--- src/logic/pbm_pkg.sv ---
package pbm_pkg;

  // Data path geometry
  localparam int unsigned DATA_W = 128;
  localparam int unsigned ADDR_W = 32;
  localparam int unsigned TAG_W = 8;
  localparam int unsigned WORD_W = 32;
  localparam int unsigned NARROW_W = 64;

  // Configuration space word holding the tolerance fields
  localparam int unsigned CFG_ADDR_W = 12;
  localparam logic [11:0] DEV_CAP_OFF = 12'h084;
  localparam int unsigned STANDBY_TOL_LSB = 6;
  localparam int unsigned SLEEP_TOL_LSB = 9;
  localparam logic [2:0] STANDBY_TOL_64NS = 3'h0;
  localparam logic [2:0] SLEEP_TOL_1US = 3'h0;

  // Bridge register slave map
  localparam int unsigned BRS_ADDR_W = 8;
  localparam logic [7:0] BRS_IRQ_EN_OFF = 8'h00;
  localparam logic [7:0] BRS_STATUS_OFF = 8'h04;
  localparam logic [7:0] BRS_CAP_OFF = 8'h08;
  localparam int unsigned IRQ_EN_BIT = 0;

  // Outstanding read tag queue
  localparam int unsigned TAGQ_DEPTH = 8;
  localparam int unsigned TAGQ_PTR_W = 3;
  localparam int unsigned TAGQ_CNT_W = 4;
  localparam logic [3:0] TAGQ_FULL = 4'h8;

  // MSI vector width
  localparam int unsigned MSI_NUM_W = 5;

  typedef enum logic [1:0] {
    PBM_MODE_REQ_CPL,
    PBM_MODE_CPL_ONLY,
    PBM_MODE_ONE_WORD
  } pbm_mode_t;

  typedef enum logic [1:0] {
    PBM_OW_IDLE,
    PBM_OW_ISSUE,
    PBM_OW_WAIT,
    PBM_OW_CPL
  } pbm_ow_state_t;

  typedef struct packed {
    logic write;
    logic [TAG_W-1:0] tag;
    logic [ADDR_W-1:0] addr;
    logic [DATA_W-1:0] data;
  } pbm_rx_req_t;

  typedef struct packed {
    logic write;
    logic [ADDR_W-1:0] addr;
    logic [DATA_W-1:0] data;
  } pbm_cmd_t;

  typedef struct packed {
    logic [TAG_W-1:0] tag;
    logic [DATA_W-1:0] data;
  } pbm_cpl_t;

  typedef struct packed {
    logic req;
    logic [MSI_NUM_W-1:0] num;
  } pbm_msi_t;

endpackage : pbm_pkg

--- src/logic/pbm_bridge_mode_config.sv ---
`timescale 1ns/10ps

// Behaviour
// - Standby exit tolerance shows read-only in capability word at 0x084.
// - Standby exit tolerance defaults to the 64 ns encoding.
// - Sleep exit tolerance shows read-only, defaulting to the 1 us encoding.
// - Device never enters either low power link state on its own.
// - Root port build drops both tolerance fields.
// - Application data path is 64 or 128 bits, chosen at build.
// - Full mode both sends link requests and accepts incoming requests.
// - Completion-only mode accepts requests, sends completions, never originates requests.
// - One word target mode is non-pipelined, one request outstanding.
// - One word target mode carries 32 bits on the receive bar master.
// - Bridge register slave port gives fabric read/write register access.
// - Register port always present in full mode, optional in completion-only.
// - Register port absent in one word target mode.
// - Multiple MSI option exposes MSI interface at top level.
// - Interrupt enable powers up set when auto-enable chosen, else clear.
// - Auto-enable changes only reset value; software writes work normally.
module pbm_bridge_mode_config
  import pbm_pkg::*;
#(
  parameter pbm_mode_t PERIPH_MODE = PBM_MODE_REQ_CPL,
  parameter bit WIDE_PATH = 1'b1,
  parameter bit ROOT_PORT = 1'b0,
  parameter logic [2:0] STANDBY_TOL = STANDBY_TOL_64NS,
  parameter logic [2:0] SLEEP_TOL = SLEEP_TOL_1US,
  parameter bit BRS_OPTION = 1'b1,
  parameter bit MULTI_MSI = 1'b0,
  parameter bit AUTO_IRQ_EN = 1'b0
) (
  input wire logic clk_in,
  input wire logic srst_in,
  // Configuration space read from the link side
  input wire logic cfg_rd_in,
  input wire logic [CFG_ADDR_W-1:0] cfg_addr_in,
  output logic [WORD_W-1:0] cfg_rdata_out,
  output logic cfg_rvalid_out,
  // Incoming requests from the transaction layer
  input wire pbm_rx_req_t rxreq_in,
  input wire logic rxreq_valid_in,
  output logic rxreq_ready_out,
  // Receive bar master toward the fabric
  output pbm_cmd_t rbm_cmd_out,
  output logic rbm_valid_out,
  input wire logic rbm_ready_in,
  input wire logic [DATA_W-1:0] rbm_rdata_in,
  input wire logic rbm_rvalid_in,
  // Completions toward the link
  output pbm_cpl_t cpl_out,
  output logic cpl_valid_out,
  input wire logic cpl_ready_in,
  // Transmit-side slave from the fabric
  input wire pbm_cmd_t txs_cmd_in,
  input wire logic txs_valid_in,
  output logic txs_ready_out,
  // Requests toward the link
  output pbm_cmd_t txreq_out,
  output logic txreq_valid_out,
  input wire logic txreq_ready_in,
  // Bridge register slave port
  input wire logic brs_sel_in,
  input wire logic brs_wr_in,
  input wire logic [BRS_ADDR_W-1:0] brs_addr_in,
  input wire logic [WORD_W-1:0] brs_wdata_in,
  output logic [WORD_W-1:0] brs_rdata_out,
  output logic brs_rvalid_out,
  // Interrupts
  input wire logic app_irq_in,
  input wire pbm_msi_t app_msi_in,
  output logic irq_out,
  output pbm_msi_t msi_out,
  // Link power state requests
  output logic standby_entry_out,
  output logic sleep_entry_out
);

  ////////////////////////////////////////////////////////////////////////////
  // Build-time decode

  // Lanes the fabric side actually carries for the chosen mode and width
  function automatic logic [DATA_W-1:0] lane_mask(input pbm_mode_t mode, input bit wide);
    logic [DATA_W-1:0] m;
    m = '1;
    if (mode == PBM_MODE_ONE_WORD) begin
      m = {{(DATA_W-WORD_W){1'b0}}, {WORD_W{1'b1}}};
    end else if (!wide) begin
      m = {{(DATA_W-NARROW_W){1'b0}}, {NARROW_W{1'b1}}};
    end
    return m;
  endfunction : lane_mask

  localparam logic [DATA_W-1:0] LANES = lane_mask(PERIPH_MODE, WIDE_PATH);
  localparam bit ONE_WORD = (PERIPH_MODE == PBM_MODE_ONE_WORD);
  localparam bit CAN_REQUEST = (PERIPH_MODE == PBM_MODE_REQ_CPL);
  // Register port: forced in full mode, optional in completion-only, never in one word
  localparam bit BRS_PRESENT = (PERIPH_MODE == PBM_MODE_REQ_CPL) ||
    ((PERIPH_MODE == PBM_MODE_CPL_ONLY) && BRS_OPTION);

  // Tolerance fields vanish for a root port build
  localparam logic [2:0] STANDBY_FIELD = ROOT_PORT ? 3'h0 : STANDBY_TOL;
  localparam logic [2:0] SLEEP_FIELD = ROOT_PORT ? 3'h0 : SLEEP_TOL;

  // Read-only capability word; only the two tolerance fields are owned here
  localparam logic [WORD_W-1:0] DEV_CAP_WORD =
    (WORD_W'(STANDBY_FIELD) << STANDBY_TOL_LSB) |
    (WORD_W'(SLEEP_FIELD) << SLEEP_TOL_LSB);

  ////////////////////////////////////////////////////////////////////////////
  // Signals

  pbm_ow_state_t ow_state_ff;
  pbm_ow_state_t nxt_ow_state;
  logic rbm_valid_ff;
  pbm_cmd_t rbm_cmd_ff;
  pbm_cpl_t cpl_ff;
  logic cpl_valid_ff;
  pbm_cmd_t txreq_ff;
  logic txreq_valid_ff;
  logic [TAG_W-1:0] tagq_mem [TAGQ_DEPTH];
  logic [TAG_W-1:0] cur_tag_ff;
  logic [TAGQ_PTR_W-1:0] tagq_wptr_ff;
  logic [TAGQ_PTR_W-1:0] tagq_rptr_ff;
  logic [TAGQ_CNT_W-1:0] tagq_cnt_ff;
  logic irq_en_ff;
  logic irq_ff;
  pbm_msi_t msi_ff;
  logic [WORD_W-1:0] cfg_rdata_ff;
  logic cfg_rvalid_ff;
  logic [WORD_W-1:0] brs_rdata_ff;
  logic brs_rvalid_ff;
  logic rx_take;
  logic rbm_take;
  logic rd_issue;
  logic cpl_stall;
  logic pipe_ready;
  logic tx_take;

  ////////////////////////////////////////////////////////////////////////////
  // Receive request acceptance

  assign rbm_take = rbm_valid_ff && rbm_ready_in;
  assign rd_issue = rbm_take && !rbm_cmd_ff.write;
  // Returned read data has no back-pressure, so stop accepting requests while a completion waits
  assign cpl_stall = cpl_valid_ff && !cpl_ready_in;
  assign pipe_ready = (!rbm_valid_ff || rbm_ready_in) && !cpl_stall &&
    ((tagq_cnt_ff + TAGQ_CNT_W'(rbm_valid_ff)) < TAGQ_FULL); // Staged read counts, no overflow

  // One word target only takes a request from the idle state
  always_comb begin
    if (ONE_WORD) begin
      rxreq_ready_out = (ow_state_ff == PBM_OW_IDLE);
    end else begin
      rxreq_ready_out = pipe_ready;
    end
  end

  assign rx_take = rxreq_valid_in && rxreq_ready_out;

  // Non-pipelined sequencing for one word target mode
  always_comb begin
    nxt_ow_state = ow_state_ff;
    unique case (ow_state_ff)
      PBM_OW_IDLE: begin
        if (rx_take) begin
          nxt_ow_state = PBM_OW_ISSUE;
        end
      end
      PBM_OW_ISSUE: begin
        if (rbm_take) begin
          nxt_ow_state = rbm_cmd_ff.write ? PBM_OW_IDLE : PBM_OW_WAIT;
        end
      end
      PBM_OW_WAIT: begin
        if (rbm_rvalid_in) begin
          nxt_ow_state = PBM_OW_CPL;
        end
      end
      PBM_OW_CPL: begin
        if (cpl_ready_in) begin
          nxt_ow_state = PBM_OW_IDLE;
        end
      end
    endcase
  end

  always_ff @(posedge clk_in) begin
    if (srst_in || !ONE_WORD) begin
      ow_state_ff <= PBM_OW_IDLE;
    end else begin
      ow_state_ff <= nxt_ow_state;
    end
  end

  ////////////////////////////////////////////////////////////////////////////
  // Receive bar master command stage

  // Upper lanes forced to zero outside the configured width
  always_ff @(posedge clk_in) begin
    if (srst_in) begin
      rbm_valid_ff <= 1'b0;
      rbm_cmd_ff <= '0;
    end else if (rx_take) begin
      rbm_valid_ff <= 1'b1;
      rbm_cmd_ff.write <= rxreq_in.write;
      rbm_cmd_ff.addr <= rxreq_in.addr;
      rbm_cmd_ff.data <= rxreq_in.data & LANES;
    end else if (rbm_take) begin
      rbm_valid_ff <= 1'b0;
    end
  end

  assign rbm_cmd_out = rbm_cmd_ff;
  assign rbm_valid_out = rbm_valid_ff;

  ////////////////////////////////////////////////////////////////////////////
  // Outstanding read tags

  // Tag of the request in the command stage
  always_ff @(posedge clk_in) begin
    if (srst_in) begin
      cur_tag_ff <= '0;
    end else if (rx_take) begin
      cur_tag_ff <= rxreq_in.tag;
    end
  end

  // Tags pushed in issue order; the fabric returns reads in order
  always_ff @(posedge clk_in) begin
    if (rd_issue) begin
      tagq_mem[tagq_wptr_ff] <= cur_tag_ff;
    end
  end

  always_ff @(posedge clk_in) begin
    if (srst_in) begin
      tagq_wptr_ff <= '0;
      tagq_rptr_ff <= '0;
      tagq_cnt_ff <= '0;
    end else begin
      if (rd_issue) begin
        tagq_wptr_ff <= tagq_wptr_ff + 1'b1;
      end
      if (rbm_rvalid_in && (tagq_cnt_ff != '0)) begin
        tagq_rptr_ff <= tagq_rptr_ff + 1'b1;
      end
      unique case ({rd_issue, rbm_rvalid_in && (tagq_cnt_ff != '0)})
        2'b10: tagq_cnt_ff <= tagq_cnt_ff + 1'b1;
        2'b01: tagq_cnt_ff <= tagq_cnt_ff - 1'b1;
        default: tagq_cnt_ff <= tagq_cnt_ff;
      endcase
    end
  end

  ////////////////////////////////////////////////////////////////////////////
  // Completion stage

  // Every mode answers incoming reads with completions
  always_ff @(posedge clk_in) begin
    if (srst_in) begin
      cpl_valid_ff <= 1'b0;
      cpl_ff <= '0;
    end else if (rbm_rvalid_in && (tagq_cnt_ff != '0)) begin
      cpl_valid_ff <= 1'b1;
      cpl_ff.tag <= tagq_mem[tagq_rptr_ff];
      cpl_ff.data <= rbm_rdata_in & LANES;
    end else if (cpl_ready_in) begin
      cpl_valid_ff <= 1'b0;
    end
  end

  assign cpl_out = cpl_ff;
  assign cpl_valid_out = cpl_valid_ff;

  ////////////////////////////////////////////////////////////////////////////
  // Transmit-side slave, full mode only

  // Port tied off in completer modes so nothing can originate upstream
  assign txs_ready_out = CAN_REQUEST && (!txreq_valid_ff || txreq_ready_in);
  assign tx_take = txs_valid_in && txs_ready_out;

  always_ff @(posedge clk_in) begin
    if (srst_in) begin
      txreq_valid_ff <= 1'b0;
      txreq_ff <= '0;
    end else if (tx_take) begin
      txreq_valid_ff <= 1'b1;
      txreq_ff.write <= txs_cmd_in.write;
      txreq_ff.addr <= txs_cmd_in.addr;
      txreq_ff.data <= txs_cmd_in.data & LANES;
    end else if (txreq_ready_in) begin
      txreq_valid_ff <= 1'b0;
    end
  end

  assign txreq_out = txreq_ff;
  assign txreq_valid_out = txreq_valid_ff;

  ////////////////////////////////////////////////////////////////////////////
  // Bridge register slave

  // Interrupt enable: build option sets only the reset value
  always_ff @(posedge clk_in) begin
    if (srst_in) begin
      irq_en_ff <= AUTO_IRQ_EN;
    end else if (BRS_PRESENT && brs_sel_in && brs_wr_in && (brs_addr_in == BRS_IRQ_EN_OFF)) begin
      irq_en_ff <= brs_wdata_in[IRQ_EN_BIT];
    end
  end

  // Reads answer one cycle later; unmapped offsets read zero
  always_ff @(posedge clk_in) begin
    if (srst_in) begin
      brs_rvalid_ff <= 1'b0;
      brs_rdata_ff <= '0;
    end else begin
      brs_rvalid_ff <= BRS_PRESENT && brs_sel_in && !brs_wr_in;
      if (BRS_PRESENT && brs_sel_in && !brs_wr_in) begin
        unique case (brs_addr_in)
          BRS_IRQ_EN_OFF: brs_rdata_ff <= WORD_W'(irq_en_ff);
          BRS_STATUS_OFF: brs_rdata_ff <= {
            {(WORD_W-TAGQ_CNT_W-4){1'b0}}, tagq_cnt_ff, ow_state_ff, PERIPH_MODE};
          BRS_CAP_OFF: brs_rdata_ff <= DEV_CAP_WORD;
          default: brs_rdata_ff <= '0;
        endcase
      end
    end
  end

  assign brs_rdata_out = brs_rdata_ff;
  assign brs_rvalid_out = brs_rvalid_ff;

  ////////////////////////////////////////////////////////////////////////////
  // Configuration space read

  // Capability word is a constant; writes from the link have no path here
  always_ff @(posedge clk_in) begin
    if (srst_in) begin
      cfg_rvalid_ff <= 1'b0;
      cfg_rdata_ff <= '0;
    end else begin
      cfg_rvalid_ff <= cfg_rd_in;
      if (cfg_rd_in) begin
        cfg_rdata_ff <= (cfg_addr_in == DEV_CAP_OFF) ? DEV_CAP_WORD : '0;
      end
    end
  end

  assign cfg_rdata_out = cfg_rdata_ff;
  assign cfg_rvalid_out = cfg_rvalid_ff;

  ////////////////////////////////////////////////////////////////////////////
  // Interrupt delivery

  // Legacy line gated by the enable; custom MSI interface only when built in
  always_ff @(posedge clk_in) begin
    if (srst_in) begin
      irq_ff <= 1'b0;
      msi_ff <= '0;
    end else begin
      irq_ff <= app_irq_in && irq_en_ff && !MULTI_MSI;
      msi_ff <= MULTI_MSI ? app_msi_in : '0;
    end
  end

  assign irq_out = irq_ff;
  assign msi_out = msi_ff;

  ////////////////////////////////////////////////////////////////////////////
  // Link power

  // No low power entry is ever requested; tolerance fields are advisory only
  assign standby_entry_out = 1'b0;
  assign sleep_entry_out = 1'b0;

endmodule : pbm_bridge_mode_config

--- config.mk ---
export PLATFORM = sky130hd
export DESIGN_NAME = pbm_bridge_mode_config
export DESIGN_NICKNAME = d
export VERILOG_FILES = /design/src/logic/pbm_pkg.sv /design/src/logic/pbm_bridge_mode_config.sv
export SDC_FILE = /design/constraint.sdc
export NUM_CORES = 1
export LEC_CHECK = 0
export ABC_AREA = 1
export BUFFER_PORTS_ARGS = -buffer_cell sky130_fd_sc_hd__buf_2
export CORE_AREA = 2 2 419 421
export CTS_BUF_LIST = sky130_fd_sc_hd__clkbuf_8
export CTS_CLUSTER_DIAMETER = 50
export DETAILED_ROUTE_END_ITERATION = 8
export DIE_AREA = 0 0 421 423
export HOLD_SLACK_MARGIN = 0.15
export PLACE_DENSITY_LB_ADDON = 0.12
export SETUP_SLACK_MARGIN = 0.02
export SLEW_MARGIN = 20
export SYNTH_ARGS = -nofsm -noshare
export SYNTH_HDL_FRONTEND = slang
export SYNTH_SLANG_ARGS = --single-unit
--- constraint.sdc ---
create_clock -name clk_in -period 2.67 [get_ports clk_in]
set_input_delay 0.1335 -clock clk_in [delete_from_list [all_inputs] [get_ports clk_in]]
set_output_delay 0.1335 -clock clk_in [all_outputs]
set_load 0.01 [all_outputs]
==> results of run 1 <==
## synth_stat cells
cell type    n
nor2_1     971
dfxtp_1    488
o21ai_0    328
nand2_1    228
inv_1      210
nand4_1    170
clkbuf_1   126
buf_4       69
edfxtp_1    64
buf_2       44
a21oi_1     29
buf_1       28
nand3_1     19
o211ai_1    15
ha_1         5
inv_2        3
nor3_1       2
xor2_1       2
conb_1       1
nand3b_2     1
nor2_4       1
nor3b_1      1
o21ai_2      1
xnor2_1      1
## stage by stage
stage / setup WS [ns] / utilization
after floorplan: 0.455 / -
after global placement: 0.415 / 0.167
after detailed placement: 0.402 / 0.167
## cells by family after synthesis
kind of cell | after synthesis | synth area share
and+or+nand+nor | 1393 | 0.265
other | 1 | 0.000174
xor gates and xnor gates | 3 | 0.00122
DFF | 552 | 0.544
adders and majority gates | 5 | 0.00291
buffers and inverters | 480 | 0.0984
AOI/OAI and AO/OA | 373 | 0.0887
==> impl_metrics.yaml, run 1 <==
placed_design:
  place_congestion: 0.837
  portBuffers: 949
  place_area_um2: 28900
  dp.cells: 5943
  place_hpwl_um: 82400
synth:
  synth_area_leaders: "dfxtp_1 (45%), nor2_1 (17%), edfxtp_1 (8.9%)"
  syn_area_um2: 21500
  yosys_warnings: 0
  synth_top_area_share: 0.454
  synth_seq_area_share: 0.544
  yosysTopAreaCell: "dfxtp_1"
  synthCells: 2807
  syn_area_per_cell_um2: 7.66
  synth_cell_type_count: 24
  ys_ff_latch: 552
clock_network:
  clock_path_buffers: 3
  ctsHoldBuffers: 1237
  clkSinkCount: 552
  cts_setup_buffers: 0
  cts_root_buffer: "clkbuf_8"
  cts_resized: 1
  cts_inserted_buffers: 130
  cts_max_level: 4
die:
  die_w_um: 421
  io_pins: 1066
  initial_core_util: 0.124
  die_h_um: 423
  row_count: 153
run_status:
  status: "stopped before the end"
  lastStage: "clock tree synthesis"
  tool.error: "[ERROR RSZ-0060] Max buffer count reached."
==> run 2: changes to the inputs <==
--- a/config.mk
+++ b/config.mk
@@ -8,13 +8,9 @@
 export ABC_AREA = 1
 export BUFFER_PORTS_ARGS = -buffer_cell sky130_fd_sc_hd__buf_2
 export CORE_AREA = 2 2 419 421
-export CTS_BUF_LIST = sky130_fd_sc_hd__clkbuf_8
-export CTS_CLUSTER_DIAMETER = 50
 export DETAILED_ROUTE_END_ITERATION = 8
 export DIE_AREA = 0 0 421 423
-export HOLD_SLACK_MARGIN = 0.15
-export PLACE_DENSITY_LB_ADDON = 0.12
-export SETUP_SLACK_MARGIN = 0.02
+export PLACE_DENSITY_LB_ADDON = 0.15
 export SLEW_MARGIN = 20
 export SYNTH_ARGS = -nofsm -noshare
 export SYNTH_HDL_FRONTEND = slang
==> run 2 against run 1 <==
  * The run now ends clean
  * Synthesized cell count did not move
  * Synthesized area did not move
==> impl_metrics.yaml, run 2 <==
hold_path:
  whs_endpoint: "txreq_out[53]"
  min_path_type: "primary input to flop"
  hp-start: "txs_valid_in"
  min_path_cells: 4
finish:
  final_cell_area_um2: 36700
  syn2layout_area_growth_pct: 70.7
  drive_above_1_share: 0.261
  final_cell_mix: "nor2_1 (971), buf_2 (948), dlygate4sd3_1 (546), dfxtp_1 (488), o21ai_0 (328)"
  stdcell_count: 6616
  nets: 4762
  final_common_cell: "nor2_1"
global_route:
  grt_pass1_wl_um: 160000
  grt_overflow: 0
  grt_use_total: 0.120
  grt_pass1_vias: 23142
  grt_max_degree: 146
  antenna_found_initial: 25
critical_path:
  worstPathRequired_ns: 3.24
  crit_arrival_ns: 2.93
  cp-start-kind: "flop"
  timing.rr.start: "cpl_valid_out"
  critPathMaxFanout: 58
  r2r_setup_slack_ns: 0.32
  criticalPathCategory: "flop to flop"
  end_kind: "flop"
  reg2reg_to: "rbm_cmd_out[150]"
  rr_worst_depth: 9
detailed_routing:
  wirelength_um: 111000
  ant_nets: 0
  dr.first_iter.drc_count: 1033
  wire_per_inst_um: 16.8
  vias: 23366
  via_per_inst: 3.53
  drt_pass1_iterations: 4
  drc: 0
timing:
  hold_viol_final: 0
  setup_viol_count_final: 0
  slew_headroom: 0.308
  tightest_slew_ns: 1.04
  timing.final.crit_share: 0.881
  min_period_ns: 2.35
  rsz0062_at_grt: "false"
  fin_setup_tns_ns: 0
  slew_viol_final: 0
  fmax_mhz: 425
  finClkSkew_ns: 0.0210
synth:
  synth_edf_count: 64
  yosysTopAreaCell: "dfxtp_1"
  yosysMostFrequentCell: "nor2_1"
  synthCells: 2807
  synth_ff_type: "dfxtp_1"
  synth_cell_type_count: 24
  synth_top_area_share: 0.454
  syn_area_um2: 21500
  synth-async-reset-ratio: 0
  synth_seq_area_share: 0.544
  syn_area_per_cell_um2: 7.66
  synth_top_cells_by_count: "nor2_1 (971), dfxtp_1 (488), o21ai_0 (328)"
  ys_ff_latch: 552
  synth_area_leaders: "dfxtp_1 (45%), nor2_1 (17%), edfxtp_1 (8.9%)"
  yosys_warnings: 0
clock_network:
  clock_path_buffers: 3
  cts_inserted_buffers: 76
  cts_root_buffer: "clkbuf_16"
  path_clk_slew_ns: 0.06
  cts_tree: "yes"
  cts_max_level: 3
  cts_setup_buffers: 0
  clkSinkCount: 552
  clk_latency_ns: 0.68
die:
  io_pins: 1066
  die_h_um: 423
  die_w_um: 421
  core_region_area_um2: 173000
  initial_core_util: 0.124
  row_count: 153
  dieArea_um2: 178000
run_status:
  status: "completed"
placed_design:
  portBuffers: 949
  place_area_um2: 28800
  dp.cells: 5930
  place_hpwl_um: 78700
  place_congestion: 0.819
pwr:
  power_density_nw_per_um2: 847
  vdd_drop_max_mv: 0.651
  p_leak_nw: 17.2
job:
  drv_cap: 0
-- run 2: kinds of logic (layout without fill, tap and decap cells) --
family	count (synthesis)	in the layout	synth area share
other cells	1	73	0.000174
simple gates	1393	1393	0.265
flops	552	552	0.544
fa+ha+maj	5	5	0.00291
xor+xnor	3	3	0.00122
compound gates	373	373	0.0887
buf+inv	480	1892	0.0984
-- run 2: area by class of cell --
type,count,area [µm²]
clock buffers,112,2190
repair buffers,1545,10800
well taps,2325,2910
diodes,6,15.0
inverters,213,817
fillers,19681,137000
flip-flops and latches,552,11700
multi-input cells,1841,7980
clock inverters,22,274
-- run 2: worst max path at each step --
stage | start | end | slack (ns) | cells after the start
floorplan | tagq_cnt_ff[1] | tagq_cnt_ff[2] | 0.45 | 15
global placement | tagq_cnt_ff[3] | tagq_cnt_ff[2] | 0.61 | 13
detailed placement | brs_addr_in[7] | brs_rdata_out[7] | 0.68 | 7
CTS | cpl_valid_out | rbm_cmd_out[150] | 0.24 | 9
global route | cpl_valid_out | rbm_cmd_out[131] | 0.13 | 9
finish | cpl_valid_out | rbm_cmd_out[150] | 0.32 | 9
-- run 2: what timing repair did --
action,CTS,global route
hold buffers,546,0
gates resized for setup,0,0
hold endpoints to repair,477,0
endpoints found under the setup margin,0,0
-- run 2: through the flow --
step,hold WS (ns),total power [mW],worst slack [ns],util
finish,0.0749,31.1,0.318,0.212
global route,0.0636,33.3,0.132,0.212
CTS,0.00107,32.0,0.236,0.212
detailed placement,0.341,20.5,0.678,0.166
global placement,0.337,20.5,0.614,0.166
floorplan,0.211,16.2,0.455,-
-- run 2: metal layers --
layer	wire length, µm	GRT usage	up-vias	share of wire
li1	-	-	11694	-
met3	6720	0.0353	152	0.060
met5	71	0	-	0.00064
met4	3470	0.0407	12	0.031
met2	52700	0.198	629	0.47
met1	48200	0.147	10879	0.43
-- run 2: power breakdown --
part	total, mW	switching [mW]	internal, mW
clock	10.3	4.26	5.99
combinational	9.92	6.15	3.77
sequential	10.9	0.854	10.1
-- run 2: critical path, stage by stage (launching register included) --
cell           delay [ns]
dfxtp_1              0.30
nand2_1              0.17
nand2_1              0.15
a21oi_4              0.16
buf_12               0.25
buf_12               0.29
nand4_1              0.13
dlygate4sd3_1        0.59
nand2_1              0.07
nor2_1               0.05
No activity file was read; power rests on OpenSTA's default activity.
